--- config.mk ---
export PLATFORM = sky130hd
export DESIGN_NAME = ppom_top
export DESIGN_NICKNAME = d
export VERILOG_FILES = /design/src/hdl/ppom_pkg.sv /design/src/hdl/ppom_top.sv /design/src/hdl/ppom_port.sv
export VERILOG_INCLUDE_DIRS = /design/src /design/src/hdl
export SDC_FILE = /design/constraint.sdc
export NUM_CORES = 1
export LEC_CHECK = 0
export ABC_CLOCK_PERIOD_IN_PS = 3370
export BUFFER_PORTS_ARGS = -buffer_cell sky130_fd_sc_hd__buf_2
export CAP_MARGIN = 20
export CORE_MARGIN = 2
export CORE_UTILIZATION = 60
export CTS_CLUSTER_SIZE = 28
export DETAILED_ROUTE_END_ITERATION = 10
export PLACE_DENSITY = 0.78
export SLEW_MARGIN = 5
export SYNTH_ARGS = -nofsm -noshare
export SYNTH_HDL_FRONTEND = slang
export SYNTH_SLANG_ARGS = --single-unit
export TNS_END_PERCENT = 20
--- constraint.sdc ---
create_clock -name i_sys_clk -period 3.37 [get_ports i_sys_clk]
set_clock_uncertainty 0.1 [all_clocks]
set_input_delay 0.337 -clock i_sys_clk [delete_from_list [all_inputs] [get_ports i_sys_clk]]
set_output_delay 0.337 -clock i_sys_clk [all_outputs]
set_load 0.05 [all_outputs]
--- src/hdl/ppom_regs.svh ---
`ifndef PPOM_REGS_SVH
`define PPOM_REGS_SVH
// register byte offsets
`define PPOM_OFF_LOCKOUT 16'h30E1
`define PPOM_OFF_MINW 16'h30EA
`define PPOM_OFF_WINDOW 16'h30EB
`define PPOM_OFF_CTRL 16'h30F0
`define PPOM_OFF_STATUS 16'h30F1
`define PPOM_OFF_CLEAR 16'h30F2
`define PPOM_OFF_IRQ_EN 16'h30F3
`define PPOM_OFF_PIN 16'h30F4
`define PPOM_OFF_DESC 16'h30F5
// reset values
`define PPOM_RST_LOCKOUT 8'h0A
`define PPOM_RST_MINW 4'h5
`define PPOM_RST_WINDOW 8'h14
// field positions
`define PPOM_MINW_MSB 3
`define PPOM_CTRL_GANG 7
`define PPOM_DESC_POLY 0
// timing
`define PPOM_CLK_HZ 25000000
`define PPOM_TICK_MS 1
`define PPOM_TICK_CYC (`PPOM_CLK_HZ / 1000 * `PPOM_TICK_MS)
`endif

--- src/hdl/ppom_pkg.sv ---
package ppom_pkg;
	typedef enum logic [3:0] {
		PPOM_OFF = 4'b0001,
		PPOM_LOCK = 4'b0010,
		PPOM_ARMED = 4'b0100,
		PPOM_FAULT = 4'b1000
	} ppom_state_t;
endpackage

--- src/hdl/ppom_top.sv ---
// Strobed register access is this design's own decision.
`timescale 1ns/1ps
`include "ppom_regs.svh"
// Operation
// - 4-bit min single-pulse width, codes 0..15 ms, default 5.
// - second low group before window expiry raises over-current.
// - double-pulse window is 8 bits in ms, default 20 (14h).
// - sense ignored for lockout time after power turns on.
// - lockout is 8 bits in ms, default 10 (0Ah).
// - power off drives the port's pin low.
// - power on releases driver and enables pull-up, open drain.
// - low sense on powered port, fuse blown included, is over-current.
// - poly fuse uses the same one pin per port control.
// - poly-fuse mode reports power-on-to-good time zero.
// - low held for min width raises over-current.
// - two low groups within window raise over-current.
// - ganged mode flags every port on shared-pin event.
module ppom_top
	import ppom_pkg::*;
#(
	parameter int NPORTS = 6,
	parameter int TICK_CYC = `PPOM_TICK_CYC
)(
	// clock and reset
	input wire logic i_sys_clk,
	input wire logic i_rst_n,
	// register port
	input wire logic [15:0] i_addr,
	input wire logic [7:0] i_wdata,
	input wire logic i_wr,
	input wire logic i_rd,
	output logic [7:0] o_rdata,
	// port power/sense pins
	input wire logic [NPORTS-1:0] i_port_power_sense_pin,
	output logic [NPORTS-1:0] o_port_power_sense_pin,
	output logic [NPORTS-1:0] o_port_power_sense_pin_oe,
	output logic [NPORTS-1:0] o_pullup_en,
	// ganged pin
	input wire logic i_shared_power_sense_pin,
	output logic o_shared_power_sense_pin,
	output logic o_shared_power_sense_pin_oe,
	output logic o_shared_pullup_en,
	// descriptor value and interrupt
	output logic [7:0] o_pwron2pwrgood,
	output logic o_irq
);
	// elaboration-time parameter checks
	if (NPORTS < 1 || NPORTS > 7) begin : g_bad_nports
		$error("NPORTS must be 1..7");
	end
	// one-cycle tick needs a counter of two or more
	if (TICK_CYC < 2) begin : g_bad_tick
		$error("TICK_CYC must be at least 2");
	end

	logic [7:0] lockout_r;
	logic [3:0] minw_r;
	logic [7:0] window_r;
	logic [7:0] ctrl_r;
	logic [7:0] desc_r;
	logic [NPORTS-1:0] status_r;
	logic [NPORTS-1:0] irq_en_r;
	logic [31:0] tick_cnt_r;
	logic tick;
	logic gang;
	logic [NPORTS:0] chan_on;
	logic [NPORTS:0] chan_sense;
	logic [NPORTS:0] chan_low;
	logic [NPORTS:0] chan_pu;
	logic [NPORTS:0] chan_oc;
	logic [NPORTS-1:0] port_oc;

	function automatic logic hit(input logic [15:0] a,
		input logic [15:0] off);
		hit = (a == off);
	endfunction

	assign gang = ctrl_r[`PPOM_CTRL_GANG];

	always_ff @(posedge i_sys_clk) begin
		if (!i_rst_n || tick)
			tick_cnt_r <= 32'h0000_0000;
		else
			tick_cnt_r <= tick_cnt_r + 32'h0000_0001;
	end
	assign tick = (tick_cnt_r == 32'(TICK_CYC - 1));

	always_ff @(posedge i_sys_clk) begin
		if (!i_rst_n) begin
			lockout_r <= `PPOM_RST_LOCKOUT;
			minw_r <= `PPOM_RST_MINW;
			window_r <= `PPOM_RST_WINDOW;
			ctrl_r <= 8'h00;
			irq_en_r <= '0;
			desc_r <= 8'h00;
		end else if (i_wr) begin
			if (hit(i_addr, `PPOM_OFF_LOCKOUT))
				lockout_r <= i_wdata;
			if (hit(i_addr, `PPOM_OFF_MINW))
				minw_r <= i_wdata[`PPOM_MINW_MSB:0];
			if (hit(i_addr, `PPOM_OFF_WINDOW))
				window_r <= i_wdata;
			if (hit(i_addr, `PPOM_OFF_CTRL))
				ctrl_r <= i_wdata;
			if (hit(i_addr, `PPOM_OFF_IRQ_EN))
				irq_en_r <= i_wdata[NPORTS-1:0];
			if (hit(i_addr, `PPOM_OFF_DESC))
				desc_r <= i_wdata;
		end
	end

	always_ff @(posedge i_sys_clk) begin
		if (!i_rst_n)
			o_pwron2pwrgood <= 8'h00;
		else if (desc_r[`PPOM_DESC_POLY])
			o_pwron2pwrgood <= 8'h00;
		else
			o_pwron2pwrgood <= desc_r;
	end

	// channel NPORTS is the ganged pin
	always_comb begin
		chan_on = {1'b0, ctrl_r[NPORTS-1:0]};
		chan_sense = {i_shared_power_sense_pin, i_port_power_sense_pin};
		if (gang)
			chan_on = {|ctrl_r[NPORTS-1:0], {NPORTS{1'b0}}};
	end

	genvar g;
	generate
		for (g = 0; g <= NPORTS; g++) begin : g_chan
			ppom_port u_port (
				.i_sys_clk(i_sys_clk),
				.i_rst_n(i_rst_n),
				.i_tick(tick),
				.i_min_width(minw_r),
				.i_window(window_r),
				.i_lockout(lockout_r),
				.i_power_on(chan_on[g]),
				.i_sense(chan_sense[g]),
				.o_drive_low(chan_low[g]),
				.o_pullup_en(chan_pu[g]),
				.o_oc_event(chan_oc[g])
			);
		end
	endgenerate

	assign o_port_power_sense_pin = '0;
	assign o_port_power_sense_pin_oe = chan_low[NPORTS-1:0];
	assign o_pullup_en = chan_pu[NPORTS-1:0];
	assign o_shared_power_sense_pin = 1'b0;
	assign o_shared_power_sense_pin_oe = chan_low[NPORTS];
	assign o_shared_pullup_en = chan_pu[NPORTS];

	assign port_oc = gang ? {NPORTS{chan_oc[NPORTS]}}
		: chan_oc[NPORTS-1:0];

	// sticky status, set beats clear
	always_ff @(posedge i_sys_clk) begin
		if (!i_rst_n)
			status_r <= '0;
		else if (i_wr && hit(i_addr, `PPOM_OFF_CLEAR))
			status_r <= (status_r & ~i_wdata[NPORTS-1:0]) | port_oc;
		else
			status_r <= status_r | port_oc;
	end

	always_ff @(posedge i_sys_clk) begin
		if (!i_rst_n)
			o_irq <= 1'b0;
		else
			o_irq <= |(status_r & irq_en_r);
	end

	always_ff @(posedge i_sys_clk) begin
		if (!i_rst_n) begin
			o_rdata <= 8'h00;
		end else if (i_rd) begin
			o_rdata <= 8'h00;
			if (hit(i_addr, `PPOM_OFF_LOCKOUT))
				o_rdata <= lockout_r;
			if (hit(i_addr, `PPOM_OFF_MINW))
				o_rdata <= {4'h0, minw_r};
			if (hit(i_addr, `PPOM_OFF_WINDOW))
				o_rdata <= window_r;
			if (hit(i_addr, `PPOM_OFF_CTRL))
				o_rdata <= ctrl_r;
			if (hit(i_addr, `PPOM_OFF_STATUS))
				o_rdata <= 8'(status_r);
			if (hit(i_addr, `PPOM_OFF_IRQ_EN))
				o_rdata <= 8'(irq_en_r);
			if (hit(i_addr, `PPOM_OFF_PIN))
				o_rdata <= 8'(i_port_power_sense_pin);
			if (hit(i_addr, `PPOM_OFF_DESC))
				o_rdata <= desc_r;
		end else begin
			o_rdata <= 8'h00;
		end
	end
endmodule

--- src/hdl/ppom_port.sv ---
`timescale 1ns/1ps
`include "ppom_regs.svh"
module ppom_port
	import ppom_pkg::*;
(
	// clock and reset
	input wire logic i_sys_clk,
	input wire logic i_rst_n,
	// timing
	input wire logic i_tick,
	input wire logic [3:0] i_min_width,
	input wire logic [7:0] i_window,
	input wire logic [7:0] i_lockout,
	// control and pin
	input wire logic i_power_on,
	input wire logic i_sense,
	output logic o_drive_low,
	output logic o_pullup_en,
	output logic o_oc_event
);
	ppom_state_t st_r;
	logic [3:0] low_ms_r;
	logic [7:0] win_ms_r;
	logic [7:0] lock_ms_r;
	logic win_act_r;
	logic in_low_r;
	logic sense_low;
	logic single_hit;
	logic group_start;
	logic oc;

	assign sense_low = (st_r == PPOM_ARMED) && !i_sense;
	assign group_start = sense_low && !in_low_r;
	assign single_hit = sense_low &&
		((i_min_width == 4'h0) || (low_ms_r >= i_min_width));
	assign oc = single_hit || (group_start && win_act_r);

	assign o_drive_low = !i_power_on;
	assign o_pullup_en = i_power_on;

	always_ff @(posedge i_sys_clk) begin
		if (!i_rst_n) begin
			st_r <= PPOM_OFF;
		end else if (!i_power_on) begin
			st_r <= PPOM_OFF;
		end else begin
			unique case (st_r)
				PPOM_OFF: st_r <= PPOM_LOCK;
				PPOM_LOCK: if (i_tick && lock_ms_r <= 8'h01)
					st_r <= PPOM_ARMED;
				PPOM_ARMED: if (oc)
					st_r <= PPOM_FAULT;
				PPOM_FAULT: st_r <= PPOM_FAULT;
				default: st_r <= PPOM_OFF;
			endcase
		end
	end

	always_ff @(posedge i_sys_clk) begin
		if (!i_rst_n)
			lock_ms_r <= 8'h00;
		else if (st_r != PPOM_LOCK)
			lock_ms_r <= i_lockout;
		else if (i_tick && lock_ms_r != 8'h00)
			lock_ms_r <= lock_ms_r - 8'h01;
	end

	always_ff @(posedge i_sys_clk) begin
		if (!i_rst_n) begin
			low_ms_r <= 4'h0;
			in_low_r <= 1'b0;
		end else begin
			in_low_r <= sense_low;
			if (!sense_low)
				low_ms_r <= 4'h0;
			else if (i_tick && low_ms_r != 4'hF)
				low_ms_r <= low_ms_r + 4'h1;
		end
	end

	always_ff @(posedge i_sys_clk) begin
		if (!i_rst_n || st_r != PPOM_ARMED) begin
			win_act_r <= 1'b0;
			win_ms_r <= 8'h00;
		end else if (group_start) begin
			win_act_r <= 1'b1;
			win_ms_r <= i_window;
		end else if (win_act_r && i_tick && !sense_low) begin
			win_ms_r <= win_ms_r - 8'h01;
			if (win_ms_r <= 8'h01)
				win_act_r <= 1'b0;
		end
	end

	always_ff @(posedge i_sys_clk) begin
		if (!i_rst_n)
			o_oc_event <= 1'b0;
		else
			o_oc_event <= oc && (st_r == PPOM_ARMED);
	end
endmodule

* Word-level counts from Yosys, hierarchy flattened *
Cells that the tools add are included.
Widths: inputs -> output; s select.

cells by class
  add/subtract/negate cells = 22
  $mul = 0
  div/mod/pow operators = 0
  $lt $le $gt $ge = 21
  equal/unequal tests = 73
  shifts and indexed selects = 0
  mux-type cells = 81
  bitwise gates (word level) = 6
  reductions and logical operators = 189

operator list
  cell                   number
  $mux 8                 36
  $eq 16x14->1 const B   9
  $le 8x1->1 const B     14
  $pmux 4 s4             7
  $sub 8x1->8 const B    14
  $logic_and 1x1->1      71
  $reduce_and 2->1       35
  $mux 4                 14
  $reduce_bool 8->1      7
  $reduce_bool 2->1      21
  $add 32x1->32 const B  1
  $eq 32x15->1 const B   1
  $logic_not 1->1        29
  $add 4x1->4 const B    7
  $eq 4x1->1 const B     7
  $eq 4x2->1 const B     7
  $eq 4x3->1 const B     7
  $eq 4x4->1 const B     7
  $ge 4x4->1             7
  $ne 2x1->1 const B     14
  $ne 4x2->1 const B     7
  $ne 4x3->1 const B     7
  $ne 4x4->1 const B     7
  $logic_or 1x1->1       22
  10 further kinds       34

storage, ports and cells
  flip-flop bits (word level) = 286
  latch bits = 0
  memory bits (writable) = 0
  bits in read-only memories = 0
  input bits = 35
  output and inout port bits = 38
  logic and storage cells = 453
  memories = 0

* Logic depth before layout (Yosys ltp) *
  depth after elaboration = 9
  mapped depth = 9
  depth with buffers taken out = 8

* Modules after synthesis *
Synthesis repeated with hierarchy kept, for this count alone.

unflattened totals
  cells, all modules = 1812
  area total of the unflattened synthesis = 15783.9 µm²

by module, submodules not included
  module     instances  cells an instance  area each (µm²)  seq. area each (µm²)
  ppom_port  7          185                1599.0           540.5
  ppom_top   1          517                4590.7           1921.8

* Worst setup path after synthesis *
OpenSTA, ideal clock, no wires.

  path kind = reg-to-reg
  start point = register tick_cnt_r[0]
  end point = register g_chan[6].u_port.win_ms_r[5]
  setup time = 0.072 ns
  arrival = 2.452 ns
  required time = 3.198 ns
  slack = 0.746 ns
  cell stages (with the launch flop) = 9
  buffers on the path = 1
  period minus slack after synthesis = 2.624 ns
  path through = dfxtp_1 > ha_1 > nand2_1 > or4_4 > buf_6 > or4_4 > nor3_1 > mux2_2 > a21oi_1

between the ends
  cells in the longest elaborated chain, start to end = 4

ends and longest elaborated chain
  what                                line             text
  start: declaration                  ppom_top.sv:63   logic [31:0] tick_cnt_r;
  start signal: assignment            ppom_top.sv:84   tick_cnt_r <= tick_cnt_r + 32'h0000_0001;
  $eq 32x15->1                        ppom_top.sv:86   assign tick = (tick_cnt_r == 32'(TICK_CYC - 1));
  $logic_and 1x1->1 (2 in series)     ppom_port.sv:88  end else if (win_act_r && i_tick && !sense_low) begin
  $reduce_bool 2->1 (no source line)  -
  end signal: assignment              ppom_port.sv:87  win_ms_r <= i_window;
  end signal: assignment              ppom_port.sv:89  win_ms_r <= win_ms_r - 8'h01;
  end: declaration                    ppom_port.sv:23  logic [7:0] win_ms_r;

Every way passes these cells.
A chain may end at the register's enable or synchronous reset.

* Final worst setup path *
  start point = register tick_cnt_r[0]
  end point = register g_chan[1].u_port.win_act_r

between the ends
  cells in the longest elaborated chain, start to end = 5

ends and longest elaborated chain
  what                                line             text
  $eq 32x15->1                        ppom_top.sv:86
  $logic_and 1x1->1 (2 in series)     ppom_port.sv:88
  $reduce_bool 2->1 (no source line)  -
  $reduce_and 2->1 (no source line)   -
  end signal: assignment              ppom_port.sv:83  win_act_r <= 1'b0;
  end signal: assignment              ppom_port.sv:86  win_act_r <= 1'b1;
  end signal: assignment              ppom_port.sv:91  win_act_r <= 1'b0;
  end: declaration                    ppom_port.sv:25  logic win_act_r;

Every way passes these cells.

==> out/results.ini <==
[run_status]
status = complete, no violations

[routing]
wire_per_inst_um = 18.1
drtAntennaViolNets = 0
dr.pass1.iters = 6
drt_iter0_drc = 1498
drc_errors = 0
routed_wl_um = 39400
drt-vias-per-instance = 6.28
vias = 13653

[timing]
slew_violations = 0
min_period_ps = 3050
slew_headroom_pct = 30.2
fin_crit_sh_pct = 90.4
hold_viol_final = 0
max_slew.worst_pin.slew_ps = 1040
finalSetupTns_ps = 0
rsz0062_at_grt = false
max_freq_mhz = 328
setup_violations = 0
whs_ps = 18.5

[clock_tree]
htreeDepth = 1
cts_setup_buffers = 0
cts_sinks = 285
clk_latency_ps = 580
cts_buffers = 31
cts_root_buf = clkbuf_16
max-clock-path-buffers = 3
cts.clk_slew.worst_paths_ps = 60
cts_tree = built

[cells_and_area]
layout_commonest_cell = dfxtp_1
area_growth_pct = 11.3
nFillCells = 1976
drive_above_1_share_pct = 10.9
layout_common_cells = 285 x dfxtp_1, 153 x nor2_1, 141 x a21oi_1, 136 x nand2_1
ff_latch_area_mm2 = 0.00571
multiInputGateArea_mm2 = 0.00861
n_antenna_cell = 0
layout.nets = 1931

[setup_path]
critPathCaptureType = flip-flop
crit_fanout = 11
crit_path_start_kind = flip-flop
cp.required_ps = 3730
crit_start = tick_cnt_r[0]$_SDFF_PP0_
timing.rr.start = tick_cnt_r[0]$_SDFF_PP0_
critPathKind = flip-flop to flip-flop
arrival_ps = 3400

[floorplan]
die_y_um = 162
rows = 57
io_pins = 73
dieArea_mm2 = 0.0263
coreArea_mm2 = 0.0245
start_util_pct = 61.3
die_w_um = 162

[min_path]
hp-start = i_wdata[0]
hold_path.class = input port to flip-flop

[yosys]
async_flop_share_pct = 0
syn_inst = 1787
ys_seq_elements = 285
yosys_warnings = 0
yosys_most_used_dff = dfxtp_1
synth_edf_count = 0
synth_seq_area_share_pct = 38.0
synthDistinctLibCells = 70
synth_area_mm2 = 0.0150
avgSynthCellArea_um2 = 8.40

[grt]
overflow = 0
grt_pass1_vias = 12703
track_usage_pct = 29.6
grt_pass1_wl_um = 64300
grt_max_degree = 70
antenna_found_initial = 0

[run]
max-cap-violations = 0

[pwr]
power_density_mw_per_mm2 = 430
combinationalPowerShare_pct = 2.9
p_int_mw = 5.58
swShare_pct = 22.3
ir_worst_vdd_v = 0.000393
pwr-share-clk_pct = 49.8
pwr-share-seq_pct = 47.2
p_leak_nw = 6.23
p_switching_mw = 1.60

[placement]
gp_congestion = 0.926
port-buffer-count = 64
dp.final_hpwl_um = 26900

[synthesized netlist by cell type, types with 18 or more instances]
cell / count / area, um2
dfxtp_1: 285 / 5710
nor2_1: 153 / 574
a21oi_1: 141 / 706
nand2_1: 136 / 510
nand3_1: 91 / 455
o21ai_0: 91 / 455
ha_1: 71 / 888
xor2_1: 66 / 578
clkbuf_1: 65 / 244
inv_1: 62 / 233
nor3_1: 59 / 295
a31oi_1: 44 / 275
mux2i_1: 44 / 440
nand4_1: 44 / 275
nor4_1: 28 / 175
or3_1: 28 / 175
nand2b_1: 27 / 169
o211ai_1: 26 / 195
xnor2_1: 23 / 201
buf_4: 21 / 158
a211oi_1: 19 / 143
nor2b_1: 18 / 113
[power by group through the flow]
stage | registers, mW | clock network (mW) | logic (mW)
after floorplan | 3.47 | 0 | 0.132
after global placement | 3.47 | 0 | 0.197
after detailed placement | 3.47 | 0 | 0.201
after CTS | 3.39 | 3.60 | 0.205
after global routing | 3.40 | 3.74 | 0.226
final | 3.39 | 3.58 | 0.211
[state kept, by name, indices dropped and copies added (netlist names), 28 cells and up]
register / cells
tick_cnt_r: 32
g_chan.u_port.st_r: 28
g_chan.u_port.low_ms_r: 28
g_chan.u_port.lock_ms_r: 56
g_chan.u_port.win_ms_r: 56
[critical path: stages (launching register included)]
cell and delay [ps]:
dfxtp_1 400, ha_1 330, nand2_1 120, or4_4 560
or3_1 530, or2_2 380, o41ai_1 380, a21oi_1 110
[cells by family after synthesis]
logic type / share of synthesized area [%]
other cells: 0.0250
fa+ha+maj: 5.92
simple gates: 24.8
mux: 3.46
compound gates: 17.7
xor+xnor: 5.20
buf+inv: 4.90
flops: 38.0
[worst paths after layout]
path | end | cells past startpoint | slack (ps)
max reg2reg | g_chan[1].u_port.win_act_r$_SDFFE_PP0P_ | 7 | 320
min | window_r[0]$_SDFFE_PN0P_ | 3 | 20
max | g_chan[1].u_port.win_act_r$_SDFFE_PP0P_ | 7 | 320
min reg2reg | g_chan[2].u_port.win_ms_r[1]$_SDFFE_PP0P_ | 2 | 370
[metrics by stage]
step	instances	setup WS, ps	util [%]	instance area [um2]	power, mW
6_report	2173	323	68.3	16700	7.19
5_1_grt	2173	78.5	68.3	16700	7.36
4_1_cts	2172	352	68.2	16700	7.20
3_5_place_dp	2112	353	63.7	15600	3.67
3_3_place_gp	2112	440	63.7	15600	3.67
2_1_floorplan	1794	746	-	15000	3.60
[area by class of cell]
class | count | share of cell area (%)
tap | 324 | 2.43
clock inverter | 11 | 0.906
inverter | 62 | 1.39
multi-input combinational | 1339 | 51.5
sequential | 285 | 34.2
timing repair buffer | 106 | 4.00
clock buffer | 46 | 5.58
[layer usage]
metal | global-route usage (%) | vias to the layer above | routed length, um
li1 | - | 6570 | -
met1 | 40.3 | 6481 | 17400
met2 | 47.9 | 506 | 17700
met3 | 4.55 | 96 | 3010
met4 | 10.7 | 0 | 1260
met5 | 0 | - | 0
[what timing repair did]
item,in CTS,in global routing
hold buffers,3,0
hold endpoints to repair,5,0
gates resized for setup,0,0
(Power assumes the default switching activity.)
